[src/include/uitc_pkg.sv]
// Package for the upstream traffic class mapping control block.
// Assumes a 32-bit word-wide register port on the device control window.
package uitc_pkg;

    // Register byte offsets in the device control window
    localparam logic [7:0] UITC_OFF_IDENT = 8'h00;
    localparam logic [7:0] UITC_OFF_ARB_CTRL = 8'h04;
    localparam logic [7:0] UITC_OFF_WIN0_CTRL = 8'h08;
    localparam logic [7:0] UITC_OFF_WIN0_BASE = 8'h0C;
    localparam logic [7:0] UITC_OFF_WIN0_LIMIT = 8'h10;

    // Arbiter control fields
    localparam int UITC_ARB_MAP_EN_BIT = 0;
    localparam int UITC_ARB_TABLE_EN_BIT = 1;
    localparam int UITC_ARB_AGGR_EN_BIT = 2;
    localparam logic [15:0] UITC_ARB_CTRL_RESET = 16'h0000;

    // Window control fields
    localparam int UITC_WIN_EN_BIT = 0;
    localparam int UITC_WIN_CLASS_LSB = 1;
    localparam int UITC_WIN_CLASS_MSB = 3;
    localparam logic [2:0] UITC_WIN_CLASS_RESET = 3'h0;
    localparam logic [31:0] UITC_WIN_ADDR_RESET = 32'h0000_0000;

    // Identification word fields
    localparam int UITC_IDENT_REV_LSB = 8;
    localparam int UITC_IDENT_CAP_LSB = 16;
    localparam logic [3:0] UITC_WINDOW_COUNT = 4'h4;

    // Default traffic class
    localparam logic [2:0] UITC_CLASS_ZERO = 3'h0;

    // Number of secondary bus masters
    localparam int UITC_MASTERS = 8;

    // Reset sources: hot, fundamental, global
    localparam int UITC_RESET_SOURCES = 3;

    typedef enum logic [1:0]
    {
        UITC_ARB_CLASSIC,
        UITC_ARB_TABLE,
        UITC_ARB_AGGRESSIVE
    } uitc_arb_mode_type;

endpackage

[src/core/uitc_sync3.sv]
// Three-stage synchroniser with agreement filter, one lane per bit.
// Assumes asynchronous level inputs and a single system clock.
`timescale 1ns/1ns
`default_nettype none

module uitc_sync3
#(
    parameter int WIDTH = 1
)
(
    // Clock and reset
    input wire logic clk_sys,
    input wire logic rst,
    // Raw and filtered levels
    input wire logic [WIDTH-1:0] async_in,
    output logic [WIDTH-1:0] level_out
);

    ////////////////////////////////////////////////////////////////////////
    genvar lane;
    generate
        for (lane = 0; lane < WIDTH; lane++)
        begin : g_lane
            logic stage1_q;
            logic stage2_q;
            logic stage3_q;
            logic level_q;

            always_ff @(posedge clk_sys)
            begin
                if (rst)
                begin
                    stage1_q <= 1'b0;
                    stage2_q <= 1'b0;
                    stage3_q <= 1'b0;
                end
                else
                begin
                    stage1_q <= async_in[lane];
                    stage2_q <= stage1_q;
                    stage3_q <= stage2_q;
                end
            end

            // A change counts only once the last two stages agree
            always_ff @(posedge clk_sys)
            begin
                if (rst)
                begin
                    level_q <= 1'b0;
                end
                else if (stage2_q == stage3_q)
                begin
                    level_q <= stage3_q;
                end
            end

            assign level_out[lane] = level_q;
        end
    endgenerate

endmodule

`default_nettype wire

[src/core/uitc_ctrl.sv]
// Upstream traffic class mapping and secondary arbiter mode control.
// Assumes a simple register port from the device control window decoder,
// reset requests arriving asynchronously, and arbiters that supply their
// own grant proposals on the system clock.
//
// Summary of operation
// - Bits 15 to 3 of the arbiter control register read as zero and ignore writes.
// - With the global mapping enable clear, every upstream transfer gets class zero.
// - With table arbitration clear, grants follow only the classic arbiter settings.
// - With table arbitration set, grants follow the port arbitration table and ignore classic settings.
// - The aggressive bit is read-only zero while table arbitration is clear.
// - With the aggressive bit clear, the arbiter acts as table arbitration alone dictates.
// - With the aggressive bit set, masters are stopped mid-transfer when isochronous service needs it.
// - Bits 15 to 4 of the window control register read as zero and ignore writes.
// - Bits 3 to 1 of the window control register hold a class, reset to zero, given to window hits.
// - A clear window enable leaves traffic untouched; a set one maps hits to the window class.
// - The window base register is 32 bits read/write, resets to zero, and is scratch when disabled.
// - The window limit register is 32 bits read/write at offset 10h and bounds the window.
// - The capability field reports four windows as 0100b and is read-only.
// - All registers clear on hot reset, fundamental reset, global reset and power-on reset.
`timescale 1ns/1ns
`default_nettype none

module uitc_ctrl
    import uitc_pkg::*;
#(
    // Arbitrary identification values
    parameter logic [7:0] MAP_IDENT = 8'h5A,
    parameter logic [7:0] MAP_REVISION = 8'h00
)
(
    // Clock and power-on reset
    input wire logic clk_sys,
    input wire logic rst,
    // Further reset requests, asynchronous
    input wire logic link_hot_reset,
    input wire logic fundamental_link_reset,
    input wire logic global_reset,
    // Register port
    input wire logic reg_req,
    input wire logic reg_write,
    input wire logic [7:0] reg_addr,
    input wire logic [31:0] reg_wdata,
    output logic reg_ack,
    output logic [31:0] reg_rdata,
    // Upstream transfer classification
    input wire logic us_valid,
    input wire logic [31:0] us_addr,
    output logic us_class_valid,
    output logic [2:0] us_class,
    output logic us_window_hit,
    // Secondary bus arbiter
    input wire logic [UITC_MASTERS-1:0] classic_grant,
    input wire logic [UITC_MASTERS-1:0] table_grant,
    input wire logic iso_service_due,
    input wire logic bus_busy,
    output logic [UITC_MASTERS-1:0] master_grant,
    output logic master_stop,
    output uitc_arb_mode_type arb_mode
);

    ////////////////////////////////////////////////////////////////////////
    // Reset gathering

    logic [UITC_RESET_SOURCES-1:0] reset_req_level;
    logic clear_all;

    uitc_sync3
    #(
        .WIDTH(UITC_RESET_SOURCES)
    )
    u_reset_sync
    (
        .clk_sys(clk_sys),
        .rst(rst),
        .async_in({global_reset, fundamental_link_reset, link_hot_reset}),
        .level_out(reset_req_level)
    );

    // Power-on reset and every filtered request clear the same registers
    assign clear_all = rst | (|reset_req_level);

    ////////////////////////////////////////////////////////////////////////
    // Register decode

    logic wr_arb_ctrl;
    logic wr_win0_ctrl;
    logic wr_win0_base;
    logic wr_win0_limit;

    always_comb
    begin
        wr_arb_ctrl = 1'b0;
        wr_win0_ctrl = 1'b0;
        wr_win0_base = 1'b0;
        wr_win0_limit = 1'b0;
        if (reg_req && reg_write)
        begin
            if (reg_addr == UITC_OFF_ARB_CTRL)
            begin
                wr_arb_ctrl = 1'b1;
            end
            else if (reg_addr == UITC_OFF_WIN0_CTRL)
            begin
                wr_win0_ctrl = 1'b1;
            end
            else if (reg_addr == UITC_OFF_WIN0_BASE)
            begin
                wr_win0_base = 1'b1;
            end
            else if (reg_addr == UITC_OFF_WIN0_LIMIT)
            begin
                wr_win0_limit = 1'b1;
            end
        end
    end

    ////////////////////////////////////////////////////////////////////////
    // Arbiter control register

    logic map_enable_q;
    logic table_enable_q;
    logic aggressive_enable_q;

    always_ff @(posedge clk_sys)
    begin
        if (clear_all)
        begin
            map_enable_q <= UITC_ARB_CTRL_RESET[UITC_ARB_MAP_EN_BIT];
            table_enable_q <= UITC_ARB_CTRL_RESET[UITC_ARB_TABLE_EN_BIT];
            aggressive_enable_q <= UITC_ARB_CTRL_RESET[UITC_ARB_AGGR_EN_BIT];
        end
        else if (wr_arb_ctrl)
        begin
            // Upper bits have no storage, so writes to them vanish
            map_enable_q <= reg_wdata[UITC_ARB_MAP_EN_BIT];
            table_enable_q <= reg_wdata[UITC_ARB_TABLE_EN_BIT];
            // Aggressive bit only sticks alongside table arbitration
            aggressive_enable_q <= reg_wdata[UITC_ARB_AGGR_EN_BIT] & reg_wdata[UITC_ARB_TABLE_EN_BIT];
        end
    end

    ////////////////////////////////////////////////////////////////////////
    // Window 0 registers

    logic win0_enable_q;
    logic [2:0] win0_class_q;
    logic [31:0] win0_base_q;
    logic [31:0] win0_limit_q;

    always_ff @(posedge clk_sys)
    begin
        if (clear_all)
        begin
            win0_enable_q <= 1'b0;
            win0_class_q <= UITC_WIN_CLASS_RESET;
        end
        else if (wr_win0_ctrl)
        begin
            win0_enable_q <= reg_wdata[UITC_WIN_EN_BIT];
            win0_class_q <= reg_wdata[UITC_WIN_CLASS_MSB:UITC_WIN_CLASS_LSB];
        end
    end

    always_ff @(posedge clk_sys)
    begin
        if (clear_all)
        begin
            win0_base_q <= UITC_WIN_ADDR_RESET;
            win0_limit_q <= UITC_WIN_ADDR_RESET;
        end
        else if (wr_win0_base)
        begin
            win0_base_q <= reg_wdata;
        end
        else if (wr_win0_limit)
        begin
            win0_limit_q <= reg_wdata;
        end
    end

    ////////////////////////////////////////////////////////////////////////
    // Register read-back

    logic [31:0] read_value;

    always_comb
    begin
        read_value = 32'h0000_0000;
        if (reg_addr == UITC_OFF_IDENT)
        begin
            read_value[7:0] = MAP_IDENT;
            read_value[UITC_IDENT_REV_LSB +: 8] = MAP_REVISION;
            read_value[UITC_IDENT_CAP_LSB +: 4] = UITC_WINDOW_COUNT;
        end
        else if (reg_addr == UITC_OFF_ARB_CTRL)
        begin
            // Reserved bits stay zero from the default above
            read_value[UITC_ARB_MAP_EN_BIT] = map_enable_q;
            read_value[UITC_ARB_TABLE_EN_BIT] = table_enable_q;
            read_value[UITC_ARB_AGGR_EN_BIT] = aggressive_enable_q & table_enable_q;
        end
        else if (reg_addr == UITC_OFF_WIN0_CTRL)
        begin
            read_value[UITC_WIN_EN_BIT] = win0_enable_q;
            read_value[UITC_WIN_CLASS_MSB:UITC_WIN_CLASS_LSB] = win0_class_q;
        end
        else if (reg_addr == UITC_OFF_WIN0_BASE)
        begin
            read_value = win0_base_q;
        end
        else if (reg_addr == UITC_OFF_WIN0_LIMIT)
        begin
            read_value = win0_limit_q;
        end
    end

    // Every request is answered one cycle later, unmapped reads with zero
    always_ff @(posedge clk_sys)
    begin
        if (rst)
        begin
            reg_ack <= 1'b0;
            reg_rdata <= 32'h0000_0000;
        end
        else
        begin
            reg_ack <= reg_req;
            if (reg_req && !reg_write)
            begin
                reg_rdata <= read_value;
            end
        end
    end

    ////////////////////////////////////////////////////////////////////////
    // Upstream classification

    logic win0_hit;

    // Both bounds inclusive; an inverted window simply never hits
    assign win0_hit = map_enable_q && win0_enable_q
        && (us_addr >= win0_base_q) && (us_addr <= win0_limit_q);

    always_ff @(posedge clk_sys)
    begin
        if (clear_all)
        begin
            us_class_valid <= 1'b0;
            us_class <= UITC_CLASS_ZERO;
            us_window_hit <= 1'b0;
        end
        else
        begin
            us_class_valid <= us_valid;
            if (us_valid)
            begin
                us_window_hit <= win0_hit;
                if (win0_hit)
                begin
                    us_class <= win0_class_q;
                end
                else
                begin
                    // Misses and disabled mapping fall back to class zero
                    us_class <= UITC_CLASS_ZERO;
                end
            end
        end
    end

    ////////////////////////////////////////////////////////////////////////
    // Arbiter mode and grant steering

    uitc_arb_mode_type mode_d;

    always_comb
    begin
        if (!table_enable_q)
        begin
            mode_d = UITC_ARB_CLASSIC;
        end
        else if (aggressive_enable_q)
        begin
            mode_d = UITC_ARB_AGGRESSIVE;
        end
        else
        begin
            mode_d = UITC_ARB_TABLE;
        end
    end

    // Grants are registered to keep the steering mux off the bus timing path
    always_ff @(posedge clk_sys)
    begin
        if (clear_all)
        begin
            arb_mode <= UITC_ARB_CLASSIC;
            master_grant <= '0;
            master_stop <= 1'b0;
        end
        else
        begin
            arb_mode <= mode_d;
            case (mode_d)
                UITC_ARB_CLASSIC:
                begin
                    master_grant <= classic_grant;
                    master_stop <= 1'b0;
                end
                UITC_ARB_TABLE:
                begin
                    master_grant <= table_grant;
                    master_stop <= 1'b0;
                end
                UITC_ARB_AGGRESSIVE:
                begin
                    master_grant <= table_grant;
                    master_stop <= iso_service_due & bus_busy;
                end
                default:
                begin
                    master_grant <= classic_grant;
                    master_stop <= 1'b0;
                end
            endcase
        end
    end

endmodule

`default_nettype wire

[config.mk]
export PLATFORM = sky130hd
export DESIGN_NAME = uitc_ctrl
export DESIGN_NICKNAME = d
export VERILOG_FILES = /design/src/include/uitc_pkg.sv /design/src/core/uitc_sync3.sv /design/src/core/uitc_ctrl.sv
export SDC_FILE = /design/constraint.sdc
export NUM_CORES = 1
export LEC_CHECK = 0
export BUFFER_PORTS_ARGS = -buffer_cell sky130_fd_sc_hd__buf_2
export CORE_MARGIN = 1.5
export CORE_UTILIZATION = 50
export DETAILED_ROUTE_END_ITERATION = 7
export HOLD_SLACK_MARGIN = 0.1
export PLACE_DENSITY = 0.76
export SYNTH_ARGS = -nofsm -noshare
export SYNTH_HDL_FRONTEND = slang
export SYNTH_SLANG_ARGS = --single-unit
[constraint.sdc]
create_clock -name clk_sys -period 4 [get_ports clk_sys]
set_clock_uncertainty 0.1 [all_clocks]
set_input_delay 0.4 -clock clk_sys [delete_from_list [all_inputs] [get_ports clk_sys]]
set_output_delay 0.4 -clock clk_sys [all_outputs]
set_load 0.01 [all_outputs]
## After elaboration in Yosys (flattened, before gate mapping)

Index checks and enable logic that the tools add are counted.

| word-level totals | value |
|---|---|
| register bits after elaboration | 132 |
| bits of input ports | 98 |
| output and inout bits | 49 |

| cells by class | value |
|---|---|
| order comparisons | 2 |
| equality and inequality tests | 9 |
| muxes and demuxes | 26 |
| bitwise operators | 6 |
| reductions and logical operators | 11 |

Operators with widths:

| kind | count |
|---|---|
| 32-bit 2-to-1 mux | 2 |
| 32-bit >= comparator | 1 |
| 32-bit less-or-equal comparator | 1 |
| 29-bit 2-to-1 mux | 1 |
| 28-bit 2-to-1 mux | 1 |
| 20-bit 2-to-1 mux | 1 |
| 8-bit by 4-bit equality test with 1-bit output (second input constant) | 2 |
| 1-bit 2-to-1 mux | 14 |
| 12-bit 2-to-1 mux | 1 |
| 8-bit by 3-bit equality test with 1-bit output (second input constant) | 1 |
| 8-bit by 5-bit equality test with 1-bit output (second input constant) | 1 |
| 8-bit zero test | 1 |
| 8-bit 2-to-1 mux | 1 |
| 3-bit 2-to-1 mux | 2 |
| 1-bit logical AND | 5 |
| 2-bit 2-to-1 mux | 2 |
| 4-bit 2-to-1 mux | 1 |
| 2-bit OR reduction | 2 |
| 1-bit AND | 3 |
| 1-bit equality test | 3 |
| 3-bit OR reduction | 1 |
| 2-bit by 1-bit equality test with 1-bit output (second input constant) | 1 |
| 2-bit equality test (second input constant) | 1 |
| 1-bit inverter | 2 |
| 3 further kinds | 3 |

## Depth between registers and ports, before layout

| logic depth | value |
|---|---|
| depth in word-level cells | 7 |
| gate-level depth with buffers | 8 |

## Modules after synthesis

From an unflattened synthesis, not the netlist that was laid out.

| second synthesis, totals | value |
|---|---|
| cell total of the unflattened synthesis | 804 |
| area, all modules | 6591.3 um^2 |

By module, submodules not included:

| module | times used | cells each | area each (um^2) | sequential area each (um^2) |
|---|---|---|---|---|
| uitc_ctrl | 1 | 770 | 6180.9 | 2402.3 |
| uitc_sync3 | 1 | 34 | 410.4 | 240.2 |

## Worst setup path before layout

OpenSTA, ideal clock, no wires.

| timing | value |
|---|---|
| path type | in2reg |
| from | input reg_addr[0] |
| to | register win0_base_q[10] |
| arrival | 2.145 ns |
| data required time | 3.772 ns |
| path slack | 1.628 ns |
| cell stages on the path | 7 |
| path through | or4_4 or2_1 buf_6 nor4_4 buf_6 mux2i_1 nor2_1 |

| between the ends | value |
|---|---|
| cells in the longest elaborated chain, start to end | 5 |
| elaborated cells on any way between the ends | 7 |
| those cells by class | 3 x eq/ne; 4 x mux |

Ends and longest elaborated chain:

| element | RTL line | text |
|---|---|---|
| start: declaration | uitc_ctrl.sv:42 | `input wire logic [7:0] reg_addr,` |
| 8-bit by 4-bit equality test with 1-bit output | uitc_ctrl.sv:107 | `else if (reg_addr == UITC_OFF_WIN0_BASE)` |
| 1-bit 2-to-1 mux | uitc_ctrl.sv:107 |  |
| 1-bit 2-to-1 mux | uitc_ctrl.sv:103 | `else if (reg_addr == UITC_OFF_WIN0_CTRL)` |
| 1-bit 2-to-1 mux (*) | uitc_ctrl.sv:99 | `if (reg_addr == UITC_OFF_ARB_CTRL)` |
| 1-bit 2-to-1 mux (*) | uitc_ctrl.sv:97 | `if (reg_req && reg_write)` |
| end signal: assignment | uitc_ctrl.sv:174 | `win0_base_q <= reg_wdata;` |
| end: declaration | uitc_ctrl.sv:148 | `logic [31:0] win0_base_q;` |

Mark *: on every way between the ends. The rest lies on a longest branch, timed or not.
A chain may end at the register's enable or synchronous reset.

## Worst setup path after layout

| timing | value |
|---|---|
| from | register win0_base_q[14] |
| to | register us_class[2] |

| between the ends | value |
|---|---|
| cells in the longest elaborated chain, start to end | 4 |

Ends and longest elaborated chain:

| element | RTL line | text |
|---|---|---|
| 32-bit >= comparator | uitc_ctrl.sv:243 | `&& (us_addr >= win0_base_q) && (us_addr <= win0_limit_q);` |
| 1-bit logical AND (2 in a row) | uitc_ctrl.sv:243 |  |
| 3-bit 2-to-1 mux | uitc_ctrl.sv:259 | `if (win0_hit)` |
| end signal: assignment | uitc_ctrl.sv:261 | `us_class <= win0_class_q;` |
| end: declaration | uitc_ctrl.sv:50 | `output logic [2:0] us_class,` |

No other way between the ends.

==> results.json <==
{
  "grt_use_total_pct": 25.64,
  "synth_simple_gate_area_share_pct": 17.15,
  "initial_utilization_pct": 51.50,
  "synth_xor_area_share_pct": 0,
  "slowest_stage": "nor3_1",
  "final_core_util_pct": 63.96,
  "grtUsageMet2_pct": 41.91,
  "wirelength_um": 17300,
  "ys_seq_area_share_pct": 40.33,
  "r2r_setup_slack_ns": 1.37,
  "synthesis.area_um2": 6553,
  "async_flop_share_pct": 0,
  "fin_tns_setup_ns": 0,
  "clock-sinks": 132,
  "r2r_cells": 8,
  "p_sw_share_pct": 24.27,
  "antenna_found_initial": 1,
  "synthMuxAreaShare_pct": 7.352,
  "power_leakage_nw": 3.290,
  "htree_levels": 4,
  "route.vias.total": 5846,
  "grtUsageMet1_pct": 31.81,
  "path_buf_inv": 1,
  "comb_power_share_pct": 7.5,
  "whs_endpoint": "master_grant[1]",
  "synth_fa_ha_area_share_pct": 12.22,
  "clk_pin_slew_ns": 0.06,
  "pre_cts_slack_ns": 1.212,
  "grt_max_degree": 56,
  "grt_pass1_vias": 5705,
  "cp.arrival_ns": 2.88,
  "setup_viol": 0,
  "maxCapViolations": 0,
  "ys_ff_latch": 132,
  "synth-compound-area-share_pct": 16.19,
  "ys_types": 46,
  "switchingPower_w": 0.0007773,
  "gp_congestion": 0.8262,
  "busiest_layer": "met2",
  "status": "completed",
  "clk_latency_ns": 0.43,
  "worst_slew_margin_rel_pct": 39.06,
  "drc_errors": 0,
  "syn_inst": 759,
  "ys.flop_type": "dfxtp_1",
  "p_clk_share_pct": 50.9,
  "final.period_utilization_pct": 65.79,
  "finalCriticalPeriod_ns": 2.632,
  "crit_path_start_kind": "flop",
  "ant_nets": 0,
  "yosysWarnings": 0,
  "hold_violations": 0,
  "fin_nets": 1068,
  "grt.met3_usage_pct": 6.541,
  "cts_tree": "built",
  "worstPathCellList": "inv_1, ha_1, nand4_1, nor3_1, o311ai_0, a311oi_1, o211ai_1, o21ai_0",
  "crit_required_ns": 4.25,
  "vdd_drop_max_v": 0.0004651,
  "portBuffers": 146,
  "setup_ws_ns": 1.368,
  "clockBufferDepth": 2,
  "grt_first_pass_wirelength_um": 28110,
  "timing.rr.end": "us_class[2]",
  "syn_avg_cell_area_um2": 8.633,
  "cp_top_family": "compound AO/OA/AOI/OAI gates",
  "synth_nets": 921,
  "io_pins": 147,
  "fmax_ghz": 0.3800,
  "wl_per_cell_um": 15.84,
  "cp-end-kind": "flop",
  "p_per_area_nw_per_um2": 393.6,
  "critical-path-max-stage-delay_ns": 0.41,
  "synth-edff-count": 0,
  "rows": 41,
  "cts_buffers": 17,
  "root_buffer": "clkbuf_16",
  "drive_above_1_share_pct": 21.33,
  "post_cts_buffers": 0,
  "rsz0062_at_grt": "no",
  "r2r-start": "win0_base_q[14]",
  "crit_path_max_fanout": 4,
  "dp_hpwl_um": 12080,
  "first_pass_iters": 5,
  "die_w_um": 117.5,
  "drv_slew": 0,
  "vias_per_cell": 5.353,
  "crit_type": "flop to flop",
  "p_int_w": 0.002425,
  "seq_power_share_pct": 41.6,
  "min_path_type": "input pin to flop",
  "worstHoldStart": "table_grant[1]",
  "area_growth_pct": 24.17,
  "gr-total-overflow": 0,
  "synth_top_family_by_area": "simple AND/OR/NAND/NOR gates",
  "worst_pin_slew_ns": 0.9140,
  "drtIter0Drc": 365,
  "core_um2": 12720,
  "die_area_um2": 13800,
  "min_path_cells": 3,
  "dieHeight_um": 117.5
}
placed cells by master (no fill, tap or decap), drive strengths merged, types with 4 or more instances in the layout:
cell         synthesis  routed
o21ai               15      15
nor2                88      88
nand4               11      11
a211oi               5       5
nand2               96      96
dfxtp              132     132
nand3                9       9
buf                 14     156
inv                 66      73
nor3                 5       5
a221oi               4       4
ha                  64      64
or4                  4       4
a22o                25      25
dlygate4sd3          0      11
a21oi               68      68
nand2b               6       6
nor2b               13      13
mux2i               47      47
clkbuf              25      17
a22oi               29      29
cells by family after synthesis:
group | after synthesis
DFF | 132
adders and majority gates | 64
and+or+nand+nor | 247
muxes | 48
buffers and inverters | 105
AOI/OAI and AO/OA | 163
final cells by class:
cell class,count,area [um^2]
Sequential cell,132,2643
Antenna cell,1,2.502
Fill cell,1117,4586
Inverter,66,247.7
Clock buffer,17,425.4
Timing Repair Buffer,167,928.4
Clock inverter,15,193.9
Tap cell,172,215.2
Multi-Input combinational cell,522,3481
power by group through the flow:
| stage | registers (W) | clock network, W | logic, W |
|---|---|---|---|
| floorplan | 0.00136 | 0 | 0.000114 |
| global placement | 0.00136 | 0 | 0.000225 |
| detailed placement | 0.00136 | 0 | 0.000228 |
| CTS | 0.00133 | 0.00165 | 0.000237 |
| global route | 0.00133 | 0.00171 | 0.000266 |
| finish | 0.00133 | 0.00163 | 0.000239 |
worst max path at each step:
stage | from | endpoint | depth (start not counted) | slack [ns]
after floorplan | reg_addr[0] | win0_base_q[10] | 7 | 1.63
after global placement | reg_addr[0] | win0_limit_q[20] | 8 | 1.26
after detailed placement | reg_addr[0] | reg_rdata[6] | 7 | 1.21
after CTS | win0_base_q[14] | us_class[1] | 8 | 1.41
after global routing | win0_base_q[14] | us_class[0] | 8 | 1.29
final | win0_base_q[14] | us_class[2] | 8 | 1.37
flip-flops by register name (all words and copies together), names as in the netlist:
name,cells
u_reset_sync.g_lane.level_q,3
us_class_valid,1
aggressive_enable_q,1
win0_class_q,3
arb_mode,2
u_reset_sync.g_lane.stage2_q,3
reg_rdata,32
us_window_hit,1
reg_ack,1
win0_base_q,32
win0_enable_q,1
win0_limit_q,32
us_class,3
master_grant,8
map_enable_q,1
table_enable_q,1
u_reset_sync.g_lane.stage1_q,3
master_stop,1
u_reset_sync.g_lane.stage3_q,3
repair_timing:
action | CTS | global route
hold buffers | 11 | 0
resized for setup | 0 | 0
endpoints found under the hold margin | 8 | 0
tightest hold or removal path: stages:
cell,delay [ns]
buf_2,0.08
mux2i_1,0.05
nor2_1,0.07
metrics by stage:
step | hold slack [ns] | cells | power [W] | area [um^2]
3_3_place_gp | 0.3312 | 1048 | 0.001585 | 7405
6_report | 0.1119 | 1092 | 0.003202 | 8137
2_1_floorplan | 0.3138 | 759 | 0.001478 | 6553
4_1_cts | 0.1017 | 1091 | 0.003222 | 8134
3_5_place_dp | 0.3301 | 1048 | 0.001589 | 7405
5_1_grt | 0.1025 | 1092 | 0.003307 | 8137
routing by layer:
metal / wire length [um] / up-vias
li1: - / 2934
met1: 7689 / 2675
met2: 8053 / 194
met3: 1017 / 43
met4: 534 / 0
met5: 0 / -
cell usage after synthesis, types with 2 or more instances:
library cell | number | share of area (%)
a21oi_1 | 68 | 5.2
a211oi_1 | 5 | 0.57
a22oi_1 | 29 | 3.3
clkbuf_1 | 25 | 1.4
o21ai_0 | 15 | 1.1
o22ai_1 | 3 | 0.29
nor4_1 | 2 | 0.19
buf_2 | 6 | 0.46
o211ai_1 | 3 | 0.34
nor2b_1 | 13 | 1.2
a221o_1 | 2 | 0.31
and4_1 | 3 | 0.40
buf_1 | 2 | 0.11
nand2_1 | 96 | 5.5
nor2_1 | 88 | 5.0
and3_1 | 2 | 0.19
a221oi_1 | 4 | 0.53
mux2i_1 | 47 | 7.2
buf_6 | 5 | 0.86
nor3_1 | 3 | 0.23
nand2b_1 | 6 | 0.57
a21o_1 | 2 | 0.23
nand4_1 | 11 | 1.1
dfxtp_1 | 132 | 40
or4_1 | 3 | 0.34
inv_1 | 66 | 3.8
nand3b_1 | 3 | 0.34
o311ai_0 | 2 | 0.27
nand3_1 | 9 | 0.69
a22o_1 | 25 | 3.3
ha_1 | 64 | 12
No activity file was read; power rests on OpenSTA's default activity.
